===== config.mk =====
export PLATFORM = sky130hd
export DESIGN_NAME = pibw_top
export DESIGN_NICKNAME = d
export VERILOG_FILES = /design/src/logic/pibw_top.v /design/src/logic/pibw_sync.v /design/src/logic/pibw_pwm.v
export VERILOG_INCLUDE_DIRS = /design/src /design/src/logic
export SDC_FILE = /design/constraint.sdc
export NUM_CORES = 1
export LEC_CHECK = 0
export BUFFER_PORTS_ARGS = -buffer_cell sky130_fd_sc_hd__clkbuf_2
export CAP_MARGIN = 20
export CORE_UTILIZATION = 30
export DETAILED_ROUTE_END_ITERATION = 16
export GPL_ROUTABILITY_DRIVEN = 0
export PLACE_DENSITY = 0.63
export REMOVE_ABC_BUFFERS = 1
export SYNTH_ARGS = -nofsm -noshare
export SYNTH_HDL_FRONTEND = slang
export SYNTH_SLANG_ARGS = --single-unit

===== constraint.sdc =====
create_clock -name i_ref_clk -period 5.1 [get_ports i_ref_clk]
set_clock_uncertainty 0.2 [all_clocks]
set_input_delay 0.255 -clock i_ref_clk [delete_from_list [all_inputs] [get_ports i_ref_clk]]
set_output_delay 0.255 -clock i_ref_clk [all_outputs]
set_load 0.01 [all_outputs]

===== src/logic/pibw_regs.vh =====
// constants for the pin isolation and bus wait block
// What this block does
// - isolation mode is entered when the isolate pin is high as reset releases.
// - in isolation mode every pin output enable is held off so pins float.
// - the isolate pin is caught emul_isolate_pin at reset release and ignored after.
// - isolation mode is left only through another reset.
// - each bit of ports one and two picks general I/O or its special signal.
// - port three has eight bits, low six shared with chip selects, top two irqs.
// - port four has four bits, low three shared with the duty wave outputs.
// - each of the three duty wave outputs has programmable duty and period.
// - the active-low read strobe goes low only for external read cycles.
// - a low ready input adds wait states beyond the programmed ones.
// - with ready high an external cycle uses only the programmed waits.
// - ready is ignored for internal accesses, which are never stretched.
`ifndef PIBW_REGS_VH
`define PIBW_REGS_VH

// bus cycle states, one-hot
`define PIBW_ST_IDLE 5'h01
`define PIBW_ST_ADDR 5'h02
`define PIBW_ST_WAIT 5'h04
`define PIBW_ST_RDY 5'h08
`define PIBW_ST_DONE 5'h10

// special-function bit positions
`define PIBW_P1_TCLK_BIT 4
`define PIBW_P1_TDIR_BIT 5
`define PIBW_P2_BUS_HOLD_ACK_N_BIT 6
`define PIBW_P3_IRQ2_BIT 6
`define PIBW_P3_IRQ3_BIT 7

// reset values
`define PIBW_OE8_RST 8'h00
`define PIBW_OE4_RST 4'h0
`define PIBW_OUT8_RST 8'hFF
`define PIBW_OUT4_RST 4'hF
`define PIBW_RD_N_RST 1'b1
`define PIBW_WCNT_RST 2'h0

`endif


===== src/logic/pibw_top.v =====
// pin muxing, isolation strap and external bus read/wait control
`timescale 1ns/1ps
`include "pibw_regs.vh"
module pibw_top #(
  parameter PWM_W = 8
) (
  // clock and reset
  input wire i_ref_clk,
  input wire i_reset,
  // isolation strap
  input wire i_emul_isolate_pin,
  output wire o_isolated,
  // port one pins
  input wire [7:0] i_p1_pin,
  output wire [7:0] o_p1_out,
  output wire [7:0] o_p1_oe,
  // port one core side
  input wire [7:0] i_p1_gp_out,
  input wire [7:0] i_p1_gp_oe,
  input wire [7:0] i_p1_sel,
  input wire [7:0] i_p1_sf_out,
  input wire [7:0] i_p1_sf_oe,
  output wire [7:0] o_p1_in,
  output wire [3:0] o_capture_channel_pins,
  output wire o_timer_one_clock_in,
  output wire o_timer_one_dir_in,
  // port two pins
  input wire [7:0] i_p2_pin,
  output wire [7:0] o_p2_out,
  output wire [7:0] o_p2_oe,
  // port two core side
  input wire [7:0] i_p2_gp_out,
  input wire [7:0] i_p2_gp_oe,
  input wire [7:0] i_p2_sel,
  input wire [7:0] i_p2_sf_out,
  input wire [7:0] i_p2_sf_oe,
  input wire i_bus_hold_ack_n,
  output wire [7:0] o_p2_in,
  // port three pins
  input wire [7:0] i_p3_pin,
  output wire [7:0] o_p3_out,
  output wire [7:0] o_p3_oe,
  // port three core side
  input wire [7:0] i_p3_gp_out,
  input wire [7:0] i_p3_gp_oe,
  input wire [7:0] i_p3_sel,
  input wire [5:0] i_chip_select_outputs,
  output wire [7:0] o_p3_in,
  output wire o_ext_irq_two,
  output wire o_ext_irq_three,
  // port four pins
  input wire [3:0] i_p4_pin,
  output wire [3:0] o_p4_out,
  output wire [3:0] o_p4_oe,
  // port four core side
  input wire [3:0] i_p4_gp_out,
  input wire [3:0] i_p4_gp_oe,
  input wire [3:0] i_p4_sel,
  output wire [3:0] o_p4_in,
  // duty wave settings
  input wire [2:0] i_pwm_enable,
  input wire [3*PWM_W-1:0] i_pwm_period,
  input wire [3*PWM_W-1:0] i_pwm_duty,
  // bus cycle request from core
  input wire i_bus_req,
  input wire i_bus_ext,
  input wire i_bus_read,
  input wire [1:0] i_bus_wait,
  // bus pins
  input wire i_ready_pin,
  output wire o_rd_n,
  output wire o_rd_n_oe,
  // bus status to core
  output wire o_bus_busy,
  output wire o_bus_done
);

  function [7:0] pibw_pick;
    input [7:0] sel;
    input [7:0] sf;
    input [7:0] gp;
    begin
      pibw_pick = (sel & sf) | (~sel & gp);
    end
  endfunction

  // synchronised pins
  wire [29:0] pins_s;
  wire [2:0] duty_wave_outputs;
  wire iso_s;
  wire ready_s;

  pibw_sync #(
    .W(30)
  ) u_sync (
    .i_ref_clk(i_ref_clk),
    .i_pin({i_ready_pin, i_emul_isolate_pin, i_p4_pin, i_p3_pin,
            i_p2_pin, i_p1_pin}),
    .o_level(pins_s)
  );

  assign ready_s = pins_s[29];
  assign iso_s = pins_s[28];

  genvar g;
  generate
    for (g = 0; g < 3; g = g + 1) begin : g_pwm
      pibw_pwm #(
        .W(PWM_W)
      ) u_pwm (
        .i_ref_clk(i_ref_clk),
        .i_reset(i_reset),
        .i_enable(i_pwm_enable[g]),
        .i_period(i_pwm_period[g*PWM_W +: PWM_W]),
        .i_duty(i_pwm_duty[g*PWM_W +: PWM_W]),
        .o_wave(duty_wave_outputs[g])
      );
    end
  endgenerate

  // isolation strap capture
  reg rst_seen_q;
  reg isolated_q;

  always @(posedge i_ref_clk) begin
    rst_seen_q <= i_reset;
    if (i_reset) begin
      isolated_q <= 1'b0;
    end else if (rst_seen_q) begin
      // first edge after release only; later changes never reach here
      isolated_q <= iso_s;
    end
  end

  // pin output selection
  wire [7:0] p2_sf_out;
  wire [7:0] p2_sf_oe;
  wire [7:0] p3_sf_out;
  wire [7:0] p3_sf_oe;
  wire [7:0] p4_sf_out;
  wire [7:0] p4_sf_oe;
  wire [7:0] p4_pick_out;
  wire [7:0] p4_pick_oe;
  wire float_pins;

  assign p2_sf_out = {i_p2_sf_out[7], i_bus_hold_ack_n, i_p2_sf_out[5:0]};
  assign p2_sf_oe = {i_p2_sf_oe[7], 1'b1, i_p2_sf_oe[5:0]};
  // chip selects drive low bits, irq bits are inputs only
  assign p3_sf_out = {2'b11, i_chip_select_outputs};
  assign p3_sf_oe = 8'h3F;
  assign p4_sf_out = {5'h00, duty_wave_outputs};
  assign p4_sf_oe = 8'h07;
  assign p4_pick_out = pibw_pick({4'h0, i_p4_sel}, p4_sf_out,
                                 {4'h0, i_p4_gp_out});
  assign p4_pick_oe = pibw_pick({4'h0, i_p4_sel}, p4_sf_oe,
                                {4'h0, i_p4_gp_oe});
  // release edge still floats: the strap is only caught on that edge
  assign float_pins = i_reset | rst_seen_q | isolated_q;

  reg [7:0] p1_out_q;
  reg [7:0] p1_oe_q;
  reg [7:0] p2_out_q;
  reg [7:0] p2_oe_q;
  reg [7:0] p3_out_q;
  reg [7:0] p3_oe_q;
  reg [3:0] p4_out_q;
  reg [3:0] p4_oe_q;

  always @(posedge i_ref_clk) begin
    if (float_pins) begin
      p1_out_q <= `PIBW_OUT8_RST;
      p2_out_q <= `PIBW_OUT8_RST;
      p3_out_q <= `PIBW_OUT8_RST;
      p4_out_q <= `PIBW_OUT4_RST;
      p1_oe_q <= `PIBW_OE8_RST;
      p2_oe_q <= `PIBW_OE8_RST;
      p3_oe_q <= `PIBW_OE8_RST;
      p4_oe_q <= `PIBW_OE4_RST;
    end else begin
      p1_out_q <= pibw_pick(i_p1_sel, i_p1_sf_out, i_p1_gp_out);
      p1_oe_q <= pibw_pick(i_p1_sel, i_p1_sf_oe, i_p1_gp_oe);
      p2_out_q <= pibw_pick(i_p2_sel, p2_sf_out, i_p2_gp_out);
      p2_oe_q <= pibw_pick(i_p2_sel, p2_sf_oe, i_p2_gp_oe);
      p3_out_q <= pibw_pick(i_p3_sel, p3_sf_out, i_p3_gp_out);
      p3_oe_q <= pibw_pick(i_p3_sel, p3_sf_oe, i_p3_gp_oe);
      p4_out_q <= p4_pick_out[3:0];
      p4_oe_q <= p4_pick_oe[3:0];
    end
  end

  // external bus cycle sequencer
  reg [4:0] state_q;
  reg [4:0] state_d;
  reg [1:0] wcnt_q;
  reg [1:0] wcnt_d;
  reg ext_q;
  reg ext_d;
  reg rdcyc_q;
  reg rdcyc_d;
  reg rd_n_q;
  reg rd_n_d;
  reg busy_q;
  reg busy_d;
  reg done_q;
  reg done_d;
  reg rd_oe_q;

  always @* begin
    state_d = state_q;
    wcnt_d = wcnt_q;
    ext_d = ext_q;
    rdcyc_d = rdcyc_q;
    rd_n_d = rd_n_q;
    busy_d = busy_q;
    done_d = 1'b0;
    case (state_q)
      `PIBW_ST_IDLE: begin
        if (i_bus_req) begin
          state_d = `PIBW_ST_ADDR;
          ext_d = i_bus_ext;
          rdcyc_d = i_bus_ext & i_bus_read;
          wcnt_d = i_bus_wait;
          busy_d = 1'b1;
          // strobe only for external reads
          rd_n_d = ~(i_bus_ext & i_bus_read);
        end
      end
      `PIBW_ST_ADDR: begin
        if (!ext_q) begin
          // internal: no waits, ready not looked at
          state_d = `PIBW_ST_DONE;
          busy_d = 1'b0;
          done_d = 1'b1;
        end else if (wcnt_q == 2'h0) begin
          state_d = `PIBW_ST_RDY;
        end else begin
          state_d = `PIBW_ST_WAIT;
          wcnt_d = wcnt_q - 2'h1;
        end
      end
      `PIBW_ST_WAIT: begin
        if (wcnt_q == 2'h0) begin
          state_d = `PIBW_ST_RDY;
        end else begin
          wcnt_d = wcnt_q - 2'h1;
        end
      end
      `PIBW_ST_RDY: begin
        // one sample per state; low adds a state, high ends the cycle
        if (ready_s) begin
          state_d = `PIBW_ST_DONE;
          rd_n_d = 1'b1;
          busy_d = 1'b0;
          done_d = 1'b1;
        end else begin
          state_d = `PIBW_ST_RDY;
        end
      end
      `PIBW_ST_DONE: begin
        state_d = `PIBW_ST_IDLE;
        rdcyc_d = 1'b0;
      end
      default: begin
        state_d = `PIBW_ST_IDLE;
        rd_n_d = 1'b1;
        busy_d = 1'b0;
      end
    endcase
  end

  always @(posedge i_ref_clk) begin
    if (i_reset) begin
      state_q <= `PIBW_ST_IDLE;
      wcnt_q <= `PIBW_WCNT_RST;
      ext_q <= 1'b0;
      rdcyc_q <= 1'b0;
      rd_n_q <= `PIBW_RD_N_RST;
      busy_q <= 1'b0;
      done_q <= 1'b0;
      rd_oe_q <= 1'b0;
    end else begin
      state_q <= state_d;
      wcnt_q <= wcnt_d;
      ext_q <= ext_d;
      rdcyc_q <= rdcyc_d;
      rd_n_q <= rd_n_d;
      busy_q <= busy_d;
      done_q <= done_d;
      // strobe pin floats too while isolated
      rd_oe_q <= ~(rst_seen_q | isolated_q);
    end
  end

  // outputs
  assign o_isolated = isolated_q;
  assign o_p1_out = p1_out_q;
  assign o_p1_oe = p1_oe_q;
  assign o_p2_out = p2_out_q;
  assign o_p2_oe = p2_oe_q;
  assign o_p3_out = p3_out_q;
  assign o_p3_oe = p3_oe_q;
  assign o_p4_out = p4_out_q;
  assign o_p4_oe = p4_oe_q;
  assign o_p1_in = pins_s[7:0];
  assign o_p2_in = pins_s[15:8];
  assign o_p3_in = pins_s[23:16];
  assign o_p4_in = pins_s[27:24];
  assign o_capture_channel_pins = pins_s[3:0];
  assign o_timer_one_clock_in = pins_s[`PIBW_P1_TCLK_BIT];
  assign o_timer_one_dir_in = pins_s[`PIBW_P1_TDIR_BIT];
  assign o_ext_irq_two = pins_s[16 + `PIBW_P3_IRQ2_BIT];
  assign o_ext_irq_three = pins_s[16 + `PIBW_P3_IRQ3_BIT];
  assign o_rd_n = rd_n_q;
  assign o_rd_n_oe = rd_oe_q;
  assign o_bus_busy = busy_q;
  assign o_bus_done = done_q;
endmodule // pibw_top


===== src/logic/pibw_sync.v =====
// three-stage pin synchroniser with agreement filter
`timescale 1ns/1ps
module pibw_sync #(
  parameter W = 1
) (
  // clock
  input wire i_ref_clk,
  // raw pins and filtered levels
  input wire [W-1:0] i_pin,
  output wire [W-1:0] o_level
);
  reg [W-1:0] s1_q;
  reg [W-1:0] s2_q;
  reg [W-1:0] s3_q;
  reg [W-1:0] level_q;

  // no reset: the strap must be seen while reset is still held
  always @(posedge i_ref_clk) begin
    s1_q <= i_pin;
    s2_q <= s1_q;
    s3_q <= s2_q;
    // take the new value only where stages two and three agree
    level_q <= (s2_q & s3_q) | (level_q & (s2_q | s3_q));
  end

  assign o_level = level_q;
endmodule // pibw_sync


===== src/logic/pibw_pwm.v =====
// one duty wave channel with programmable period and duty
`timescale 1ns/1ps
module pibw_pwm #(
  parameter W = 8
) (
  // clock and reset
  input wire i_ref_clk,
  input wire i_reset,
  // settings
  input wire i_enable,
  input wire [W-1:0] i_period,
  input wire [W-1:0] i_duty,
  // wave
  output wire o_wave
);
  reg [W-1:0] cnt_q;
  reg [W-1:0] cnt_d;
  reg wave_q;

  always @* begin
    if (!i_enable || cnt_q >= i_period) begin
      cnt_d = {W{1'b0}};
    end else begin
      cnt_d = cnt_q + {{(W-1){1'b0}}, 1'b1};
    end
  end

  always @(posedge i_ref_clk) begin
    if (i_reset) begin
      cnt_q <= {W{1'b0}};
      wave_q <= 1'b0;
    end else begin
      cnt_q <= cnt_d;
      // period is period+1 counts, high while count below duty
      wave_q <= i_enable && (cnt_q < i_duty);
    end
  end

  assign o_wave = wave_q;
endmodule // pibw_pwm


==> insert_results.sql, run 1 <==
INSERT INTO impl_metrics (metric_group, metric, value, unit) VALUES
('run_status', 'outcome', 'finished clean', ''),
('critical_path', 'crit_path_max_incr_delay', '820', 'ps'),
('grt', 'maximum_number_of_pins_on_one_net_before_global_route_repair', '32', ''),
('place', 'placedInstanceArea', '0.00933', 'sq mm'),
('critical_path', 'r2r_slack', '2720', 'ps'),
('critical_path', 'rr_worst_depth', '4', ''),
('critical_path', 'worst_setup_path_end_kind', 'register', ''),
('critical_path', 'worstPathRequired', '5250', 'ps'),
('synthesis', 'dominant_combinational_cell_family_by_area_after_synthesis', 'adder cells', ''),
('final_layout', 'final_nets', '1389', ''),
('synthesis', 'synthesis.area_per_instance', '11.1', 'sq um'),
('final_layout', 'layout.cell_area.non_filler', '0.0116', 'sq mm'),
('final_layout', 'area.sequential', '0.00434', 'sq mm'),
('critical_path', 'r2r-start', 'o_isolated', ''),
('routing', 'detail_route.wl_per_cell', '13.9', 'um'),
('final_layout', 'area_used_by_multi_input_combinational_logic', '0.00281', 'sq mm'),
('floorplan', 'initial_core_util', '30.5', '%'),
('synthesis', 'synth_xor_area_share', '2.17', '%'),
('grt', 'grt_pass1_vias', '6472', ''),
('routing', 'drt_drc_violations_left', '0', ''),
('synthesis', 'async_reset_ff_share', '0', '%'),
('routing', 'detailedRoute.firstIterationViolations', '252', ''),
('critical_path', 'critical_path_arrival', '2700', 'ps'),
('critical_path', 'worst_path_max_delay_cell', 'or3_2', ''),
('final_layout', 'final_common_cell', 'clkbuf_2', ''),
('floorplan', 'core-area', '0.0252', 'sq mm'),
('clock_tree', 'cts_tree', 'done', ''),
('clock_tree', 'cts_h_tree_lvls', '1', ''),
('floorplan', 'die_h', '162', 'um'),
('synthesis', 'dominantRegCellSynth', 'dfxtp_1', ''),
('sta', 'rsz0062_at_grt', 'no', ''),
('synthesis', 'post_synth_and_or_nand_nor_area_fraction', '9.22', '%'),
('critical_path', 'r2r_endpoint', 'o_p4_out[3]', ''),
('clock_tree', 'clk_pin_slew_worst_paths', '60', 'ps'),
('floorplan', 'die_w', '162', 'um'),
('routing', 'detail-route-antenna-nets', '0', ''),
('routing', 'vias', '6430', ''),
('clock_tree', 'insertion_delay', '510', 'ps'),
('synthesis', 'netlist.area_leader.share', '56.6', '%'),
('grt', 'grtUsageTotal', '15.2', '%'),
('power_and_ir_drop', 'cellPowerDensity', '340', 'mW/mm^2'),
('power_and_ir_drop', 'vdd_drop_max', '0.000354', 'V'),
('synthesis', 'muxShareOfSynthArea', '5.47', '%'),
('clock_tree', 'total_cts_buffers', '23', ''),
('sta', 'finalSetupViolations', '0', ''),
('sta', 'timing.final.hold_violations', '0', ''),
('synthesis', 'synth-edff-count', '0', ''),
('sta', 'timing.final.crit_share', '50.0', '%'),
('floorplan', 'std_cell_rows', '58', ''),
('synthesis', 'post_synth_design_cell_area', '0.00768', 'sq mm'),
('sta', 'maximum_clock_rate', '392', 'MHz'),
('clock_tree', 'postCtsSetupBuffers', '0', ''),
('grt', 'grt_first_pass_wirelength', '31.9', 'mm'),
('critical_path', 'timing.critical_path.to', 'o_p4_out[3]', ''),
('synthesis', 'ys_warn_count', '0', ''),
('place', 'buffer_ports.inserted', '305', ''),
('clock_tree', 'cts_max_path_buffers', '3', ''),
('synthesis', 'ys_seq_elements', '217', ''),
('synthesis', 'netlist_top_cells_area', 'dfxtp_1 57%, ha_1 8.0%, mux2i_1 5.5%', ''),
('floorplan', 'boundaryPins', '308', ''),
('final_layout', 'drive_gt1_share', '30.5', '%'),
('routing', 'drt_pass1_iterations', '4', ''),
('final_layout', 'syn_to_final_growth', '51.4', '%'),
('sta', 'maxSlewViolCount', '0', ''),
('synthesis', 'seq_area_frac_synth', '56.6', '%'),
('synthesis', 'synthesized_area_fraction_occupied_by_ao_oa_aoi_and_oai_cells', '7.84', '%'),
('flow_run', 'max-cap-violations', '0', ''),
('synthesis', 'synth_cell_types', '47', ''),
('final_layout', 'mostFrequentLayoutCells', '305 x clkbuf_2, 217 x dfxtp_1, 152 x dlygate4sd3_1', ''),
('hold_path', 'worstHoldPathType', 'in -> reg', ''),
('clock_tree', 'clock_tree.root_cell', 'clkbuf_16', '');
==> state kept, by name, summed over array words and instances (netlist names), 5 cells and up <==
signal             count
g_pwm.u_pwm.cnt_q     24
o_p3_oe                8
u_sync.s3_q           30
state_q                5
o_p1_oe                8
o_p1_out               8
u_sync.s2_q           30
o_p2_oe                8
o_p2_out               8
u_sync.o_level        30
u_sync.s1_q           30
o_p3_out               8
==> repair_timing <==
action,in CTS,in global routing
hold buffers,152,0
endpoints found under the hold margin,101,0
resized for setup,0,0
==> through the flow <==
step / hold slack, ps / std cells / setup WS (ps) / util (%)
floorplan: 82.7 / 646 / 3020 / -
global placement: 110 / 1282 / 2570 / 37.1
detailed placement: 112 / 1282 / 2540 / 37.1
CTS: 86.2 / 1476 / 2500 / 46.2
global route: 128 / 1477 / 2400 / 46.2
finish: 111 / 1477 / 2550 / 46.2
==> metal layers <==
| metal | share of wire, % | GRT usage, % |
|---|---|---|
| met4 | 2.8 | 5.49 |
| met5 | 0 | 0 |
| met3 | 6.1 | 2.89 |
| met1 | 42 | 17.6 |
| met2 | 49 | 27.5 |
==> area by class of cell <==
cell class / instances / area share, %
flip-flops and latches: 217 / 37.4
repair buffers: 458 / 26.3
multi-input cells: 368 / 24.2
clock buffers: 27 / 5.16
well taps: 330 / 3.55
inverters: 61 / 1.97
clock inverters: 15 / 1.48
diodes: 1 / 0.0215
==> cells in the mapped netlist (3+ instances only) <==
master,number
ha_1,49
nor4_1,4
xnor2_1,3
nor3b_1,4
clkbuf_1,4
nor3_1,4
a211oi_1,28
o21a_1,3
a211o_1,7
and3_1,6
o31a_1,3
a21o_1,4
maj3_1,30
o21ai_0,10
xor2_1,16
nand2_1,38
mux2i_1,42
buf_4,33
nand3_1,19
dfxtp_1,217
nand2b_1,8
o21ai_1,3
inv_1,60
nor2_1,41
o211ai_1,4
buf_2,3
or3_1,4
or4_1,3
a21oi_1,17
==> worst min path at each step <==
stage | from | endpoint | slack [ps] | cells past startpoint
final | i_pwm_duty[19] | g_pwm[2].u_pwm.o_wave | 110 | 5
after detailed placement | u_sync.s1_q[27] | u_sync.s2_q[27] | 110 | 0
after CTS | i_pwm_duty[19] | g_pwm[2].u_pwm.o_wave | 90 | 5
after global placement | u_sync.s1_q[20] | u_sync.s2_q[20] | 110 | 0
after floorplan | i_reset | rst_seen_q | 80 | 0
after global routing | u_sync.s1_q[8] | u_sync.s2_q[8] | 130 | 0
==> critical path: cells and delay by family <==
family          cells  cell delay [ps]
compound gates      1              160
buf+inv             4             1430
simple gates        1              820
==> cell families (layout without fill, tap and decap cells) <==
kind of cell	count (synthesis)	after routing
AO/OA/AOI/OAI	86	86
XOR/XNOR	19	19
adder cells (fa/ha/maj)	79	79
buffers and inverters	104	561
flip-flops	217	217
multiplexers	42	42
other	0	1
AND/OR/NAND/NOR	142	142
==> where the power goes <==
group	switching (uW)	internal, uW	total (uW)
Sequential	47.0	1790	1840
Combinational	185	247	432
Clock	682	1000	1690
Total	914	3040	3950
Power figures use the tool's default switching activity.
==> inputs of run 2 (changes only) <==
ABC_AREA = 1   (was not set)
clock period = 2.4 ns   (was 5.1 ns; I/O delays follow)
==> insert_results.sql, run 2 <==
INSERT INTO impl_metrics (metric_group, metric, value, unit) VALUES
('grt', 'initial_antenna_violation_count', '0', ''),
('critical_path', 'r2r_endpoint', 'o_p3_out[4]', ''),
('floorplan', 'dieArea', '0.0262', 'sq mm'),
('synthesis', 'synthesis.area_per_instance', '9.61', 'sq um'),
('sta', 'timing.final.hold_violations', '0', ''),
('place', 'hpwlAfterDp', '13.5', 'mm'),
('hold_path', 'hp-start', 'i_p2_pin[7]', ''),
('floorplan', 'std_cell_rows', '58', ''),
('clock_tree', 'clock_sinks', '217', ''),
('final_layout', 'syn_to_final_growth', '57.0', '%'),
('routing', 'detail_route.wl_per_cell', '13.5', 'um'),
('synthesis', 'async_reset_ff_share', '0', '%'),
('hold_path', 'hold-path-endpoint', 'u_sync.s1_q[15]', ''),
('sta', 'max_slew.worst_pin.slew', '630', 'ps'),
('final_layout', 'final_common_cell', 'clkbuf_2', ''),
('synthesis', 'netlist.area_leader.share', '56.7', '%'),
('sta', 'finalSetupViolations', '0', ''),
('clock_tree', 'cts_max_path_buffers', '3', ''),
('grt', 'maximum_number_of_pins_on_one_net_before_global_route_repair', '36', ''),
('power_and_ir_drop', 'vdd_drop_max', '0.000573', 'V'),
('place', 'buffer_ports.inserted', '305', ''),
('grt', 'grt_pass1_vias', '6938', ''),
('synthesis', 'syn-instance-count', '798', ''),
('power_and_ir_drop', 'static-leakage-power', '0.00583', 'uW'),
('sta', 'timing.final.crit_share', '94.5', '%'),
('critical_path', 'r2r-start', 'o_isolated', ''),
('clock_tree', 'insertion_delay', '500', 'ps'),
('critical_path', 'critical_path_arrival', '2460', 'ps'),
('final_layout', 'drive_gt1_share', '28.2', '%'),
('synthesis', 'synth_most_common_cell', 'dfxtp_1', ''),
('routing', 'viasPerCell', '4.25', ''),
('critical_path', 'worstPathRequired', '2590', 'ps'),
('synthesis', 'yosys.area.top_type', 'dfxtp_1', ''),
('sta', 'maximum_clock_rate', '441', 'MHz'),
('critical_path', 'worst_setup_path_start_kind', 'register', ''),
('grt', 'overflow', '0', ''),
('floorplan', 'boundaryPins', '308', ''),
('clock_tree', 'clock_tree.root_cell', 'clkbuf_16', ''),
('floorplan', 'initial_core_util', '30.5', '%'),
('clock_tree', 'cts_h_tree_lvls', '1', ''),
('routing', 'postRouteWirelength', '21.9', 'mm'),
('routing', 'drt_pass1_iterations', '4', ''),
('synthesis', 'synth_cell_types', '30', ''),
('routing', 'detailedRoute.firstIterationViolations', '283', ''),
('power_and_ir_drop', 'cellPowerDensity', '705', 'mW/mm^2'),
('critical_path', 'worst_setup_path_end_kind', 'register', ''),
('critical_path', 'r2r_slack', '130', 'ps'),
('clock_tree', 'total_cts_buffers', '22', ''),
('floorplan', 'die_w', '162', 'um'),
('floorplan', 'die_h', '162', 'um'),
('final_layout', 'finalCoreUtilization', '47.9', '%'),
('synthesis', 'dominantRegCellSynth', 'dfxtp_1', ''),
('sta', 'maxSlewViolCount', '0', ''),
('floorplan', 'core-area', '0.0251', 'sq mm'),
('hold_path', 'worstHoldPathType', 'in -> reg', ''),
('clock_tree', 'cts_tree', 'done', ''),
('synthesis', 'post_synth_design_cell_area', '0.00767', 'sq mm'),
('synthesis', 'synth_common_cells', '217 x dfxtp_1, 134 x nand2_1, 104 x inv_1', ''),
('synthesis', 'ys_seq_elements', '217', ''),
('grt', 'grt_first_pass_wirelength', '33.7', 'mm'),
('synthesis', 'synth-edff-count', '0', ''),
('critical_path', 'path_class', 'reg -> reg', ''),
('final_layout', 'mostFrequentLayoutCells', '305 x clkbuf_2, 217 x dfxtp_1, 191 x dlygate4sd3_1', ''),
('routing', 'detail-route-antenna-nets', '0', ''),
('sta', 'final.setup.tns', '0', 'ps'),
('sta', 'min_period', '2270', 'ps'),
('routing', 'vias', '6902', ''),
('sta', 'rsz0062_at_grt', 'no', ''),
('final_layout', 'antenna_cells_inserted', '0', ''),
('synthesis', 'seq_area_frac_synth', '56.7', '%'),
('sta', 'max-slew-margin-rel', '57.9', '%'),
('run_status', 'outcome', 'finished clean', ''),
('flow_run', 'max-cap-violations', '0', ''),
('critical_path', 'critical_path_peak_fanout', '27', ''),
('grt', 'grtUsageTotal', '16.1', '%'),
('routing', 'drt_drc_violations_left', '0', ''),
('synthesis', 'ys_warn_count', '0', ''),
('critical_path', 'rr_worst_depth', '6', ''),
('clock_tree', 'clk_pin_slew_worst_paths', '60', 'ps'),
('final_layout', 'final_nets', '1540', ''),
('critical_path', 'timing.critical_path.from', 'o_isolated', ''),
('synthesis', 'netlist_top_cells_area', 'dfxtp_1 57%, ha_1 8.0%, nand2_1 6.6%', ''),
('hold_path', 'holdPathStages', '2', '');
run 2: cell types whose count changed in the layout (fill, tap and decap cells not counted), sizes merged, moves of 8 or more:
cell | previous run | this run
a21oi | 17 | 37
nor3 | 4 | 25
nor2 | 41 | 60
inv | 61 | 108
nand2 | 38 | 137
nand2b | 8 | 0
nand3 | 19 | 38
mux2i | 42 | 0
nand4 | 1 | 9
a211oi | 28 | 5
dlygate4sd3 | 152 | 191
run 2: final cells by class:
cell class / count / area [sq um]
Inverter: 108 / 405
Multi-Input combinational cell: 432 / 2640
Sequential cell: 217 / 4340
Fill cell: 2211 / 13100
Timing Repair Buffer: 499 / 3460
Clock buffer: 31 / 644
Clock inverter: 8 / 133
Tap cell: 330 / 413
run 2: power by group:
part / total [uW] / switching, uW / internal [uW]
Clock: 3600 / 1400 / 2200
Combinational: 979 / 452 / 527
Sequential: 3900 / 94.5 / 3810
Total: 8480 / 1940 / 6530
run 2: stage by stage:
stage / area, sq um / power, uW / hold WS, ps / instances / setup WS [ps]
6_report: 12000 / 8480 / 49.0 / 1625 / 133
5_1_grt: 12000 / 8850 / 38.2 / 1625 / 17.7
4_1_cts: 12000 / 8540 / 35.0 / 1625 / 124
3_3_place_gp: 9350 / 4670 / 23.3 / 1395 / 646
3_5_place_dp: 9350 / 4690 / 24.0 / 1395 / 589
2_1_floorplan: 7380 / 4290 / -52.3 / 757 / 872
run 2: layer usage:
layer | track usage [%] | vias to the layer above | share of wire (%)
met5 | 0 | - | 0
met4 | 6.78 | 0 | 3.4
met3 | 3.88 | 47 | 6.3
met2 | 29.9 | 221 | 51
met1 | 17.4 | 3151 | 40
li1 | - | 3483 | -
run 2: cell families (layout without fill, tap and decap cells):
family,count (synthesis),in the layout,share of synthesized area (%)
and+or+nand+nor,270,270,15.3
DFF,217,217,56.7
buffers and inverters,149,646,8.96
adders and majority gates,79,79,11.9
AOI/OAI and AO/OA,65,65,5.08
xor gates and xnor gates,18,18,2.06
run 2: critical path, stage by stage (launching register included):
cell and delay [ps]:
dfxtp_1 300, nor2_1 160, nand2_2 80, inv_2 470, buf_4 260, o211ai_1 100, dlygate4sd3_1 580
run 2: repair_timing:
item,4_1_cts,5_1_grt
endpoints found under the setup margin,0,0
hold buffers,191,0
endpoints found under the hold margin,123,0
buffers inserted,0,0
resized for setup,0,0
run 2: worst max-delay path by stage:
stage | slack, ps | to | cells past startpoint
after floorplan | 870 | g_pwm[1].u_pwm.cnt_q[0] | 5
after global placement | 650 | g_pwm[2].u_pwm.cnt_q[6] | 6
after detailed placement | 590 | g_pwm[2].u_pwm.cnt_q[3] | 5
after CTS | 120 | o_p4_out[2] | 6
after global routing | 20 | o_p3_out[4] | 6
final | 130 | o_p3_out[4] | 6
